[config.mk]
export PLATFORM = sky130hd
export DESIGN_NAME = scirx_top
export DESIGN_NICKNAME = d
export VERILOG_FILES = /design/src/scirx_pkg.sv /design/src/scirx_top.sv
export SDC_FILE = /design/constraint.sdc
export NUM_CORES = 1
export LEC_CHECK = 0
export BUFFER_PORTS_ARGS = -buffer_cell sky130_fd_sc_hd__buf_2
export CAP_MARGIN = 5
export CELL_PAD_IN_SITES_DETAIL_PLACEMENT = 1
export CELL_PAD_IN_SITES_GLOBAL_PLACEMENT = 1
export CORE_MARGIN = 3
export CORE_UTILIZATION = 48
export DETAILED_ROUTE_END_ITERATION = 10
export PLACE_DENSITY = 0.91
export SETUP_SLACK_MARGIN = 0.3
export SYNTH_ARGS = -nofsm -noshare
export SYNTH_HDL_FRONTEND = slang
export SYNTH_SLANG_ARGS = --single-unit
[constraint.sdc]
create_clock -name pclk -period 4.2 [get_ports pclk]
set_input_delay 0.84 -clock pclk [delete_from_list [all_inputs] [get_ports pclk]]
set_output_delay 0.84 -clock pclk [all_outputs]
set_load 0.01 [all_outputs]
[src/scirx_pkg.sv]
// Purpose: constants and types of the serial receive data recovery block
// Assumes: 32-bit apb, one clock pclk, oversample tick made from pclk
// Notes:   all offsets are byte addresses of aligned words
//
// Overview of operation
// - A completed character's data goes to the buffer; receive-full is set.
// - Interrupt request is high while receive-full and its enable are set.
// - Receive buffer is read-only; bus writes never alter received data.
// - Serial input is sampled on a tick at sixteen times the baud rate.
// - Tick counter restarts aligned to each detected start edge.
// - Tick counter resyncs on a one-to-zero data transition in the character.
// - Start search: low sample after three highs, then count ticks to 16.
// - Start verified at ticks 3,5,7; one high sets noise; two fail.
// - Failed start verification resets the counter and restarts the search.
// - Data bit is majority of ticks 8,9,10; disagreement sets noise.
// - High start samples at 8,9,10 set noise but keep the start.
// - Stop bit majority zero sets framing error; disagreement sets noise.
// - Framing error is set in the same update as receive-full.
// - A break character, lacking a high stop bit, sets framing error.
// - Stop sampling ends 154 ticks (8-bit) or 170 (9-bit) after edge.
// - Character length is eight or nine bits, from control register one.
// - Ninth-bit field holds bit 8, or a copy of bit 7 in 8-bit mode.
// - A break clears buffer and ninth bit, sets receive-full and break.
package scirx_pkg;

    // ======================================================================
    // register map
    localparam logic [11:0] OFS_CTRL_ONE  = 12'h000;
    localparam logic [11:0] OFS_CTRL_TWO  = 12'h004;
    localparam logic [11:0] OFS_STATUS    = 12'h008;
    localparam logic [11:0] OFS_DATA      = 12'h00c;
    localparam logic [11:0] OFS_BAUD      = 12'h010;

    // control_reg_one fields
    localparam int B_NINE_MODE = 0;
    localparam int B_RX_ENABLE = 1;
    // control_reg_two fields
    localparam int B_IRQ_EN    = 0;
    localparam int B_NINTH     = 1;
    // status_reg_one fields
    localparam int B_FULL      = 0;
    localparam int B_NOISE     = 1;
    localparam int B_FRAME     = 2;
    localparam int B_BREAK     = 3;

    localparam logic [15:0] BAUD_RST = 16'h000f;

    // ======================================================================
    // oversample timing
    localparam logic [4:0] RT_LAST   = 5'h10;
    localparam logic [4:0] RT_SMP_A  = 5'h03;
    localparam logic [4:0] RT_SMP_B  = 5'h05;
    localparam logic [4:0] RT_SMP_C  = 5'h07;
    localparam logic [4:0] RT_MID_A  = 5'h08;
    localparam logic [4:0] RT_MID_B  = 5'h09;
    localparam logic [4:0] RT_MID_C  = 5'h0a;
    localparam logic [7:0] STOP_T8   = 8'h9a;
    localparam logic [7:0] STOP_T9   = 8'haa;

    // ======================================================================
    // types
    typedef enum logic [1:0] {
        SCIRX_IDLE  = 2'b00,
        SCIRX_START = 2'b01,
        SCIRX_DATA  = 2'b10,
        SCIRX_STOP  = 2'b11
    } scirx_state_t;

    typedef struct packed {
        logic        psel;
        logic        penable;
        logic        pwrite;
        logic [11:0] paddr;
        logic [31:0] pwdata;
    } scirx_apb_req_t;

    typedef struct packed {
        logic [31:0] prdata;
        logic        pready;
        logic        pslverr;
    } scirx_apb_rsp_t;

endpackage

[src/scirx_top.sv]
// Purpose: receive data recovery of an asynchronous nrz serial port
// Assumes: apb master on pclk; rxd pin asynchronous to pclk
// Notes:   zero-wait apb slave; tick period is (baud divisor + 1) pclks
module scirx_top #(
    parameter logic [15:0] BAUD_DIV_RST = scirx_pkg::BAUD_RST
) (
    input  wire logic                      pclk,
    input  wire logic                      presetn,
    input  wire scirx_pkg::scirx_apb_req_t apb_req,
    output      scirx_pkg::scirx_apb_rsp_t apb_rsp,
    input  wire logic                      rxd,
    output      logic                      rx_irq
);

    // ======================================================================
    // elaboration check
    if (BAUD_DIV_RST == 16'h0000) begin : g_chk
        $error("baud divisor reset value must be nonzero");
    end

    // ======================================================================
    // state
    typedef struct packed {
        logic [2:0]              sync;
        logic                    rxf;
        logic [15:0]             div_cnt;
        logic                    tick;
        scirx_pkg::scirx_state_t fsm;
        logic [4:0]              rt;
        logic [3:0]              bit_idx;
        logic [2:0]              hist;
        logic [2:0]              smp;
        logic [8:0]              shreg;
        logic                    nz;
        logic                    last_one;
        logic [7:0]              tcount;
        logic                    slipped;
        logic                    done;
        logic                    nine;
        logic                    rx_en;
        logic                    irq_en;
        logic                    ninth;
        logic                    full;
        logic                    noise;
        logic                    fe;
        logic                    brk;
        logic [7:0]              data;
        logic [15:0]             baud;
        logic                    armed;
        logic [31:0]             prdata;
        logic                    pready;
        logic                    pslverr;
        logic                    irq;
    } scirx_st_t;

    scirx_st_t q;
    scirx_st_t d;

    // ======================================================================
    // helpers
    function automatic logic maj3(input logic [2:0] v);
        maj3 = (v[0] & v[1]) | (v[0] & v[2]) | (v[1] & v[2]);
    endfunction

    function automatic logic mixed3(input logic [2:0] v);
        mixed3 = (v != 3'b000) && (v != 3'b111);
    endfunction

    function automatic logic mapped(input logic [11:0] a);
        mapped = (a == scirx_pkg::OFS_CTRL_ONE) ||
                 (a == scirx_pkg::OFS_CTRL_TWO) ||
                 (a == scirx_pkg::OFS_STATUS)   ||
                 (a == scirx_pkg::OFS_DATA)     ||
                 (a == scirx_pkg::OFS_BAUD);
    endfunction

    logic       s;
    logic [2:0] v;
    logic       setup;
    logic       acc;
    logic [3:0] last_idx;
    logic [4:0] rt_nxt;
    logic [31:0] rd;

    assign s        = q.rxf;
    assign v        = {q.smp[1:0], s};
    assign setup    = apb_req.psel & ~apb_req.penable;
    assign acc      = apb_req.psel & apb_req.penable & q.pready;
    assign last_idx = q.nine ? 4'h9 : 4'h8;
    assign rt_nxt   = (q.rt == scirx_pkg::RT_LAST) ? 5'h01
                                                   : q.rt + 5'h01;

    // ======================================================================
    // read mux, evaluated in the setup phase
    always_comb begin
        rd = 32'h0000_0000;
        case (apb_req.paddr)
            scirx_pkg::OFS_CTRL_ONE: begin
                rd[scirx_pkg::B_NINE_MODE] = q.nine;
                rd[scirx_pkg::B_RX_ENABLE] = q.rx_en;
            end
            scirx_pkg::OFS_CTRL_TWO: begin
                rd[scirx_pkg::B_IRQ_EN] = q.irq_en;
                rd[scirx_pkg::B_NINTH]  = q.ninth;
            end
            scirx_pkg::OFS_STATUS: begin
                rd[scirx_pkg::B_FULL]  = q.full;
                rd[scirx_pkg::B_NOISE] = q.noise;
                rd[scirx_pkg::B_FRAME] = q.fe;
                rd[scirx_pkg::B_BREAK] = q.brk;
            end
            scirx_pkg::OFS_DATA: rd[7:0]  = q.data;
            scirx_pkg::OFS_BAUD: rd[15:0] = q.baud;
            default: rd = 32'h0000_0000;
        endcase
    end

    // ======================================================================
    // next state
    always_comb begin
        d        = q;
        d.done   = 1'b0;
        d.pready = 1'b1;
        // three-stage pin sync; level only moves when stages 2 and 3 agree
        d.sync = {q.sync[1:0], rxd};
        if (q.sync[1] == q.sync[2]) begin
            d.rxf = q.sync[2];
        end

        // oversample tick divider
        d.tick = 1'b0;
        if (q.div_cnt >= q.baud) begin
            d.div_cnt = 16'h0000;
            d.tick    = 1'b1;
        end else begin
            d.div_cnt = q.div_cnt + 16'h0001;
        end

        // recovery state machine, advances on ticks only
        if (!q.rx_en) begin
            d.fsm  = scirx_pkg::SCIRX_IDLE;
            d.hist = 3'b000;
        end else if (q.tick) begin
            d.hist   = {q.hist[1:0], s};
            d.rt     = rt_nxt;
            d.tcount = q.tcount + 8'h01;
            // tick 10 is kept as well, so the stop vote never uses a
            // level taken one pclk after the sample point
            if (q.rt == scirx_pkg::RT_SMP_A || q.rt == scirx_pkg::RT_SMP_B ||
                q.rt == scirx_pkg::RT_SMP_C || q.rt == scirx_pkg::RT_MID_A ||
                q.rt == scirx_pkg::RT_MID_B ||
                q.rt == scirx_pkg::RT_MID_C) begin
                d.smp = {q.smp[1:0], s};
            end
            case (q.fsm)
                scirx_pkg::SCIRX_IDLE: begin
                    // falling edge after three highs: this tick is 1
                    if (q.hist == 3'b111 && !s) begin
                        d.fsm      = scirx_pkg::SCIRX_START;
                        d.rt       = 5'h02;
                        d.tcount   = 8'h02;
                        d.slipped  = 1'b0;
                        d.nz       = 1'b0;
                        d.bit_idx  = 4'h0;
                        d.shreg    = 9'h000;
                        d.last_one = 1'b0;
                    end
                end
                scirx_pkg::SCIRX_START: begin
                    if (q.rt == scirx_pkg::RT_SMP_C) begin
                        if (maj3(v)) begin
                            d.fsm  = scirx_pkg::SCIRX_IDLE;
                            d.rt   = 5'h00;
                            d.hist = 3'b000;
                        end else if (v != 3'b000) begin
                            d.nz = 1'b1;
                        end
                    end
                    // late highs never cancel a verified start
                    if (q.rt == scirx_pkg::RT_MID_C && v != 3'b000) begin
                        d.nz = 1'b1;
                    end
                    if (q.rt == scirx_pkg::RT_LAST) begin
                        d.fsm = scirx_pkg::SCIRX_DATA;
                    end
                end
                scirx_pkg::SCIRX_DATA: begin
                    if (q.rt == scirx_pkg::RT_MID_C) begin
                        d.shreg[q.bit_idx] = maj3(v);
                        d.last_one         = maj3(v);
                        d.nz               = q.nz | mixed3(v);
                        d.bit_idx          = q.bit_idx + 4'h1;
                    end
                    if (q.rt == scirx_pkg::RT_LAST && q.bit_idx == last_idx)
                    begin
                        d.fsm = scirx_pkg::SCIRX_STOP;
                    end
                end
                scirx_pkg::SCIRX_STOP: begin
                    if (q.rt == scirx_pkg::RT_MID_C) begin
                        d.done = 1'b1;
                        d.fsm  = scirx_pkg::SCIRX_IDLE;
                    end
                end
                default: d.fsm = scirx_pkg::SCIRX_IDLE;
            endcase
            // realign on a falling edge after a bit that recovered as one
            if ((q.fsm == scirx_pkg::SCIRX_DATA ||
                 q.fsm == scirx_pkg::SCIRX_STOP) &&
                q.last_one && q.hist[0] && !s &&
                (q.rt > scirx_pkg::RT_MID_C || q.rt < scirx_pkg::RT_MID_A))
            begin
                d.rt      = 5'h02;
                d.slipped = 1'b1;
            end
        end

        // apb setup phase: latch read data and error answer
        if (setup) begin
            d.prdata  = rd;
            d.pslverr = ~mapped(apb_req.paddr);
        end

        // apb access phase: writes and read side effects
        if (acc && apb_req.pwrite) begin
            case (apb_req.paddr)
                scirx_pkg::OFS_CTRL_ONE: begin
                    d.nine  = apb_req.pwdata[scirx_pkg::B_NINE_MODE];
                    d.rx_en = apb_req.pwdata[scirx_pkg::B_RX_ENABLE];
                end
                scirx_pkg::OFS_CTRL_TWO:
                    d.irq_en = apb_req.pwdata[scirx_pkg::B_IRQ_EN];
                scirx_pkg::OFS_BAUD: d.baud = apb_req.pwdata[15:0];
                default: d.baud = q.baud;
            endcase
        end
        if (acc && !apb_req.pwrite) begin
            if (apb_req.paddr == scirx_pkg::OFS_STATUS) begin
                d.armed = 1'b1;
            end
            if (apb_req.paddr == scirx_pkg::OFS_DATA && q.armed) begin
                d.armed = 1'b0;
                d.full  = 1'b0;
                d.noise = 1'b0;
                d.fe    = 1'b0;
                d.brk   = 1'b0;
            end
        end

        // completed character; applied last so a set beats a clear
        if (q.done) begin
            d.full  = 1'b1;
            d.fe    = ~maj3(q.smp);
            d.noise = q.nz | mixed3(q.smp);
            if (!maj3(q.smp) && q.shreg == 9'h000) begin
                d.data  = 8'h00;
                d.ninth = 1'b0;
                d.brk   = 1'b1;
            end else begin
                d.data  = q.shreg[7:0];
                d.ninth = q.nine ? q.shreg[8] : q.shreg[7];
            end
        end
        d.irq = d.full & d.irq_en;
    end

    // ======================================================================
    // registers; stop samples held in smp until done is applied
    always_ff @(posedge pclk or negedge presetn) begin
        if (!presetn) begin
            q        <= '0;
            q.sync   <= 3'b111;
            q.rxf    <= 1'b1;
            q.baud   <= BAUD_DIV_RST;
        end else begin
            q <= d;
        end
    end

    assign apb_rsp.prdata  = q.prdata;
    assign apb_rsp.pready  = q.pready;
    assign apb_rsp.pslverr = q.pslverr;
    assign rx_irq          = q.irq;
endmodule

==> flow_summary.json, run 1 <==
{
  "final_cell_area_mm2": 0.006128,
  "grt_pass1_wl_um": 26100,
  "ys_seq_elements": 102,
  "grt_pass1_vias": 4769,
  "min_period_ns": 2.742,
  "drt_iter0_drc": 314,
  "setup_viol": 0,
  "synth_top_area_share_pct": 41.23,
  "worstPathCellList": "inv_1 -> ha_1 -> nor4bb_1 -> mux2_2 -> nand3_1 -> o21ai_0 -> a22o_1",
  "ys_warn_count": 0,
  "worstSetupEndpointType": "register",
  "status": "complete, no violations",
  "final_common_cell": "dfrtp_1",
  "overflow": 0,
  "boundaryPins": 85,
  "synth_area_mm2": 0.005705,
  "finalSetupTns_ns": 0,
  "nNetsFinal": 676,
  "p_leak_nw": 2.850,
  "synthCells": 572,
  "yosysSeqAreaShare_pct": 44.91,
  "cts_tree": "built",
  "max_freq_mhz": 364.7,
  "die_h_um": 115.0,
  "critical_path_class": "register to register",
  "io_buffers": 52,
  "dieArea_mm2": 0.01323,
  "rsz0062_at_grt": "no",
  "drive_gt1_share_pct": 19.93,
  "whs_ns": 0.3565,
  "dp_cells": 729,
  "grt_usage_pct": 25.35,
  "final_cell_mix": "94 x dfrtp_1, 55 x nand2_1, 51 x buf_2",
  "finalClockSkew_ns": 0.009388,
  "initial_core_util_pct": 49.54,
  "cp.required_ns": 4.48,
  "dr_total_vias": 4506,
  "slew_violations": 0,
  "areaGrowthSynthToFinish_pct": 7.412,
  "fin_crit_sh_pct": 65.29,
  "numCtsBuffers": 9,
  "postPlaceCellArea_mm2": 0.005859,
  "die_w_um": 115.0,
  "relSlewSlack_pct": 25.27,
  "antenna_found_initial": 0,
  "cp_slowest_cell": "nor4bb_1",
  "worst_slew_pin_slew_ns": 1.119,
  "routed_wirelength_um": 16380,
  "cts_buffer_depth": 2,
  "vias_per_cell": 6.048,
  "synth_ff_type": "dfrtp_1",
  "fin_cells": 745,
  "clkLatencyLatePin_ns": 0.35,
  "hold_path.class": "register to register",
  "synth_cell_type_count": 59,
  "cts_setup_buffers": 0,
  "path_clk_slew_ns": 0.07,
  "cts_sinks": 102,
  "hold_buffers": 0,
  "hpwl_um": 11240,
  "grt_max_degree": 39,
  "gp_congestion": 0.8540,
  "antenna_cells": 0,
  "drc": 0,
  "timing.critical_path.slowest_cell_delay_ns": 0.61,
  "row_count": 39,
  "cp-start-kind": "register",
  "synthArstFlopShare_pct": 100.0,
  "worst-path-max-fanout": 7,
  "synth_largest_area_cell": "dfrtp_1",
  "htree_levels": 3,
  "coreArea_mm2": 0.01152,
  "cts-root-buf": "clkbuf_16",
  "drtAntennaViolNets": 0,
  "pwr_density_cell_mw_per_mm2": 307.7,
  "avgSynthCellArea_um2": 9.975,
  "maxCapViolCount": 0,
  "hold_viol_final": 0,
  "total_power_mw": 1.885,
  "firstDrtPassIters": 5,
  "ctsResizeCount": 0,
  "wire_per_inst_um": 21.98,
  "irDropWorstVdd_mv": 0.1796,
  "synth_edf_count": 0,
  "synth_area_leaders": "dfrtp_1 41%, ha_1 6.4%, buf_4 4.6%",
  "cp.arrival_ns": 3.02
}
-- Yosys cell counts, types with 3 or more instances --
library cell / count
dfrtp_1: 94
nand2_1: 55
nor2_1: 37
buf_4: 35
ha_1: 29
inv_1: 29
nand3_1: 29
o21ai_0: 26
nor3_1: 24
a21oi_1: 21
mux2_2: 21
clkbuf_1: 19
nor2b_1: 12
a22o_1: 11
mux2_4: 10
xnor2_1: 9
dfstp_2: 8
xor2_1: 8
and3_1: 7
a31oi_1: 6
nand4_1: 6
a21o_1: 5
a221oi_1: 5
and2_1: 4
mux2i_1: 4
nand3b_1: 4
a22oi_1: 3
nand4b_1: 3
nor3b_1: 3
or3_1: 3
-- sequential cells by signal, indices dropped and copies added (netlist names) --
name     count
apb_rsp     18
d            2
q           80
rx_irq       1
s            1
-- worst max-delay path, delay by kind of cell (launching register included) --
family                   cells  cell delay (ns)
AO/OA/AOI/OAI                2             0.58
multiplexers                 1             0.36
adder cells (fa/ha/maj)      1             0.26
buffers and inverters        1             0.13
AND/OR/NAND/NOR              2             0.89
flip-flops                   1             0.44
-- path summary, 6_finish.rpt --
kind | cells after the start | slack, ns | start | to
max | 7 | 1.46 | q[99] | q[85]
min | 0 | 0.36 | d[125] | d[126]
max reg2reg | 7 | 1.46 | q[99] | q[85]
min reg2reg | 0 | 0.36 | d[125] | d[126]
max in group asynchronous | 2 | 2.84 | presetn | q[39]
min in group asynchronous | 1 | 0.45 | presetn | apb_rsp[16]
-- metal layers --
| metal | GRT usage [%] | vias to the layer above | routed length [µm] |
|---|---|---|---|
| li1 | - | 2012 | - |
| met5 | 0 | - | 0 |
| met1 | 31.24 | 2281 | 6515 |
| met4 | 11.97 | 0 | 598 |
| met3 | 4.000 | 43 | 766 |
| met2 | 43.52 | 170 | 8495 |
-- report_power, final --
part	switching (mW)	internal [mW]
Clock	0.374	0.404
Sequential	0.0111	0.997
Combinational	0.0673	0.0323
-- cell type report --
| class | count | area (µm²) |
|---|---|---|
| clock buffers | 11 | 232.7 |
| clock inverters | 5 | 36.28 |
| fillers | 1343 | 5388 |
| inverters | 29 | 108.9 |
| multi-input cells | 399 | 2716 |
| flip-flops and latches | 102 | 2562 |
| well taps | 143 | 178.9 |
| repair buffers | 56 | 292.8 |
-- per-stage QoR --
| stage | utilization [%] | setup WS (ns) |
|---|---|---|
| final | 53.22 | 1.458 |
| after global routing | 53.22 | 1.251 |
| after CTS | 53.22 | 1.494 |
| after detailed placement | 50.88 | 1.188 |
| after global placement | 50.88 | 1.232 |
| after floorplan | - | 1.493 |
-- cells by family after synthesis --
group / share of synthesized area [%]
flops: 44.91
simple gates: 18.90
fa+ha+maj: 6.711
xor+xnor: 2.610
compound gates: 10.79
other cells: 0.1316
buf+inv: 8.465
mux: 7.478
(Power assumes the default switching activity.)
==> run 2, diff against run 1 <==
--- a/config.mk
+++ b/config.mk
@@ -10,9 +10,9 @@
 export CELL_PAD_IN_SITES_DETAIL_PLACEMENT = 1
 export CELL_PAD_IN_SITES_GLOBAL_PLACEMENT = 1
 export CORE_MARGIN = 3
-export CORE_UTILIZATION = 48
+export CORE_UTILIZATION = 40
 export DETAILED_ROUTE_END_ITERATION = 10
-export PLACE_DENSITY = 0.91
+export PLACE_DENSITY = 0.81
 export SETUP_SLACK_MARGIN = 0.3
 export SYNTH_ARGS = -nofsm -noshare
 export SYNTH_HDL_FRONTEND = slang
==> constraint.sdc (replaced) <==
create_clock -name pclk -period 2.5 [get_ports pclk]
set_input_delay 0.5 -clock pclk [delete_from_list [all_inputs] [get_ports pclk]]
set_output_delay 0.5 -clock pclk [all_outputs]
set_load 0.01 [all_outputs]
==> run 2 against run 1 <==
  * Worst hold slack worse by 0.19 ns
  * Clock skew hardly changed
  * Critical path depth down 1
  * Global-route usage down 6.3 points
  * Final cell count up 6.6%
  * Die area is 19% higher
  * Critical path type is now primary input to register
  * Largest cell class unchanged
  * Largest power group unchanged
==> flow_summary.json, run 2 (synthesis gave the netlist of run 1 again) <==
{
  "postPlaceCellArea_mm2": 0.005996,
  "cts_sinks": 102,
  "routed_wirelength_um": 14680,
  "n_fill_cell": 1575,
  "worst-path-max-fanout": 16,
  "cts-root-buf": "clkbuf_16",
  "setup_ws_ns": 0.3919,
  "total_power_mw": 3.331,
  "grt_usage_pct": 19.04,
  "swShare_pct": 24.25,
  "cts_buffer_depth": 2,
  "vias_per_cell": 5.506,
  "hold_buffers": 0,
  "worstSetupEndpointType": "register",
  "dieArea_mm2": 0.01573,
  "p_leak_nw": 2.930,
  "io_buffers": 52,
  "firstDrtPassIters": 4,
  "setup_viol": 0,
  "drtAntennaViolNets": 0,
  "relSlewSlack_pct": 22.06,
  "clkPwrFrac_pct": 44.2,
  "initial_core_util_pct": 40.94,
  "p_sw_mw": 0.8078,
  "antenna_found_initial": 0,
  "p_seq_share_pct": 50.8,
  "cp-start-kind": "primary input",
  "final_cell_mix": "93 x dfrtp_1, 54 x nand2_1, 51 x buf_2",
  "grt_pass1_wl_um": 24120,
  "row_count": 43,
  "r2r_slack_ns": 0.40,
  "gp_congestion": 0.8357,
  "dp_cells": 778,
  "nNetsFinal": 688,
  "wire_per_inst_um": 18.48,
  "boundaryPins": 85,
  "critical_path_class": "primary input to register",
  "overflow": 0,
  "cts_tree": "built",
  "die_h_um": 125.4,
  "hold_path.class": "primary input to asynchronous set/reset pin",
  "final_common_cell": "dfrtp_1",
  "slew_violations": 0,
  "clkLatencyLatePin_ns": 0.36,
  "p_int_mw": 2.523,
  "comb_power_share_pct": 5.0,
  "dr_total_vias": 4372,
  "finalSetupTns_ns": 0,
  "maxCapViolCount": 0,
  "status": "complete, no violations",
  "drt_iter0_drc": 164,
  "pwr_density_cell_mw_per_mm2": 522.0,
  "largest_register_ffs": 80,
  "numCtsBuffers": 9,
  "max_freq_mhz": 474.4,
  "min_period_ns": 2.108,
  "hpwl_um": 10800,
  "die_w_um": 125.4,
  "irDropWorstVdd_mv": 0.3710,
  "cp.arrival_ns": 2.35,
  "place_ws_ns": 0.03392,
  "antenna_cells": 0,
  "cp.required_ns": 2.74,
  "drc": 0,
  "drive_gt1_share_pct": 24.59,
  "fin_crit_sh_pct": 84.32,
  "htree_levels": 3,
  "rsz0062_at_grt": "yes",
  "fin_cells": 794,
  "grt_max_degree": 55,
  "regMostFlops": "q",
  "worst_slew_pin_slew_ns": 1.167,
  "grt_pass1_vias": 4662,
  "areaGrowthSynthToFinish_pct": 11.82,
  "coreArea_mm2": 0.01393,
  "path_clk_slew_ns": 0.08,
  "cts_setup_buffers": 0,
  "final_cell_area_mm2": 0.006380,
  "finalClockSkew_ns": 0.009129,
  "hold_viol_final": 0
}
run 2: metrics by stage:
step / hold slack (ns) / util (%)
final: 0.1683 / 45.78
after floorplan: 0.2044 / -
after global placement: 0.3467 / 43.03
after detailed placement: 0.3478 / 43.03
after global routing: 0.2146 / 45.78
after CTS: 0.1975 / 45.34
run 2: critical path, stage by stage:
cell and delay, ns:
buf_2 0.10, or4_4 0.58, nor3_4 0.20, and3_1 0.22, and2_4 0.33, mux2_2 0.41
run 2: worst paths after layout:
kind	startpoint	end	cells past startpoint
setup / recovery	apb_req[32]	q[40]	6
hold / removal	presetn	apb_rsp[12]	1
setup reg to reg	q[38]	q[117]	8
hold reg to reg	d[125]	d[126]	0
max in group asynchronous	presetn	q[53]	2
min in group pclk	rxd	d[125]	1
run 2: power groups by stage:
| stage | clock (mW) | sequential [mW] | combinational [mW] |
|---|---|---|---|
| after floorplan | 0 | 1.72 | 0.114 |
| after global placement | 0 | 1.72 | 0.161 |
| after detailed placement | 0 | 1.72 | 0.168 |
| after CTS | 1.50 | 1.69 | 0.169 |
| after global routing | 1.57 | 1.70 | 0.185 |
| final | 1.47 | 1.69 | 0.166 |
run 2: final cells by class:
class                           count  area, µm²  area share (%)
Clock inverter                      7      80.08           1.255
Tap cell                          180      225.2           3.530
Inverter                           29      108.9           1.706
Sequential cell                   102       2564           40.18
Timing Repair Buffer               68      382.9           6.001
Multi-Input combinational cell    399       2794           43.79
Clock buffer                        9      225.2           3.530
run 2: routing by layer:
metal  global-route usage (%)  wire length (µm)  vias to the layer above  share of wire [%]
met5                        0                 0                        -                  0
met4                    6.378               308                        0                2.1
met3                    3.845               489                       23                3.3
met2                    32.88              7428                       81                 51
met1                    23.84              6449                     2233                 44
li1                         -                 -                     2035                  -
run 2: what timing repair did:
| action | 4_1_cts | 5_1_grt |
|---|---|---|
| setup endpoints to repair | 17 | 29 |
| gates cloned | 0 | 0 |
| gates resized for setup | 3 | 19 |
| hold endpoints to repair | 0 | 0 |
| pin swaps | 0 | 2 |
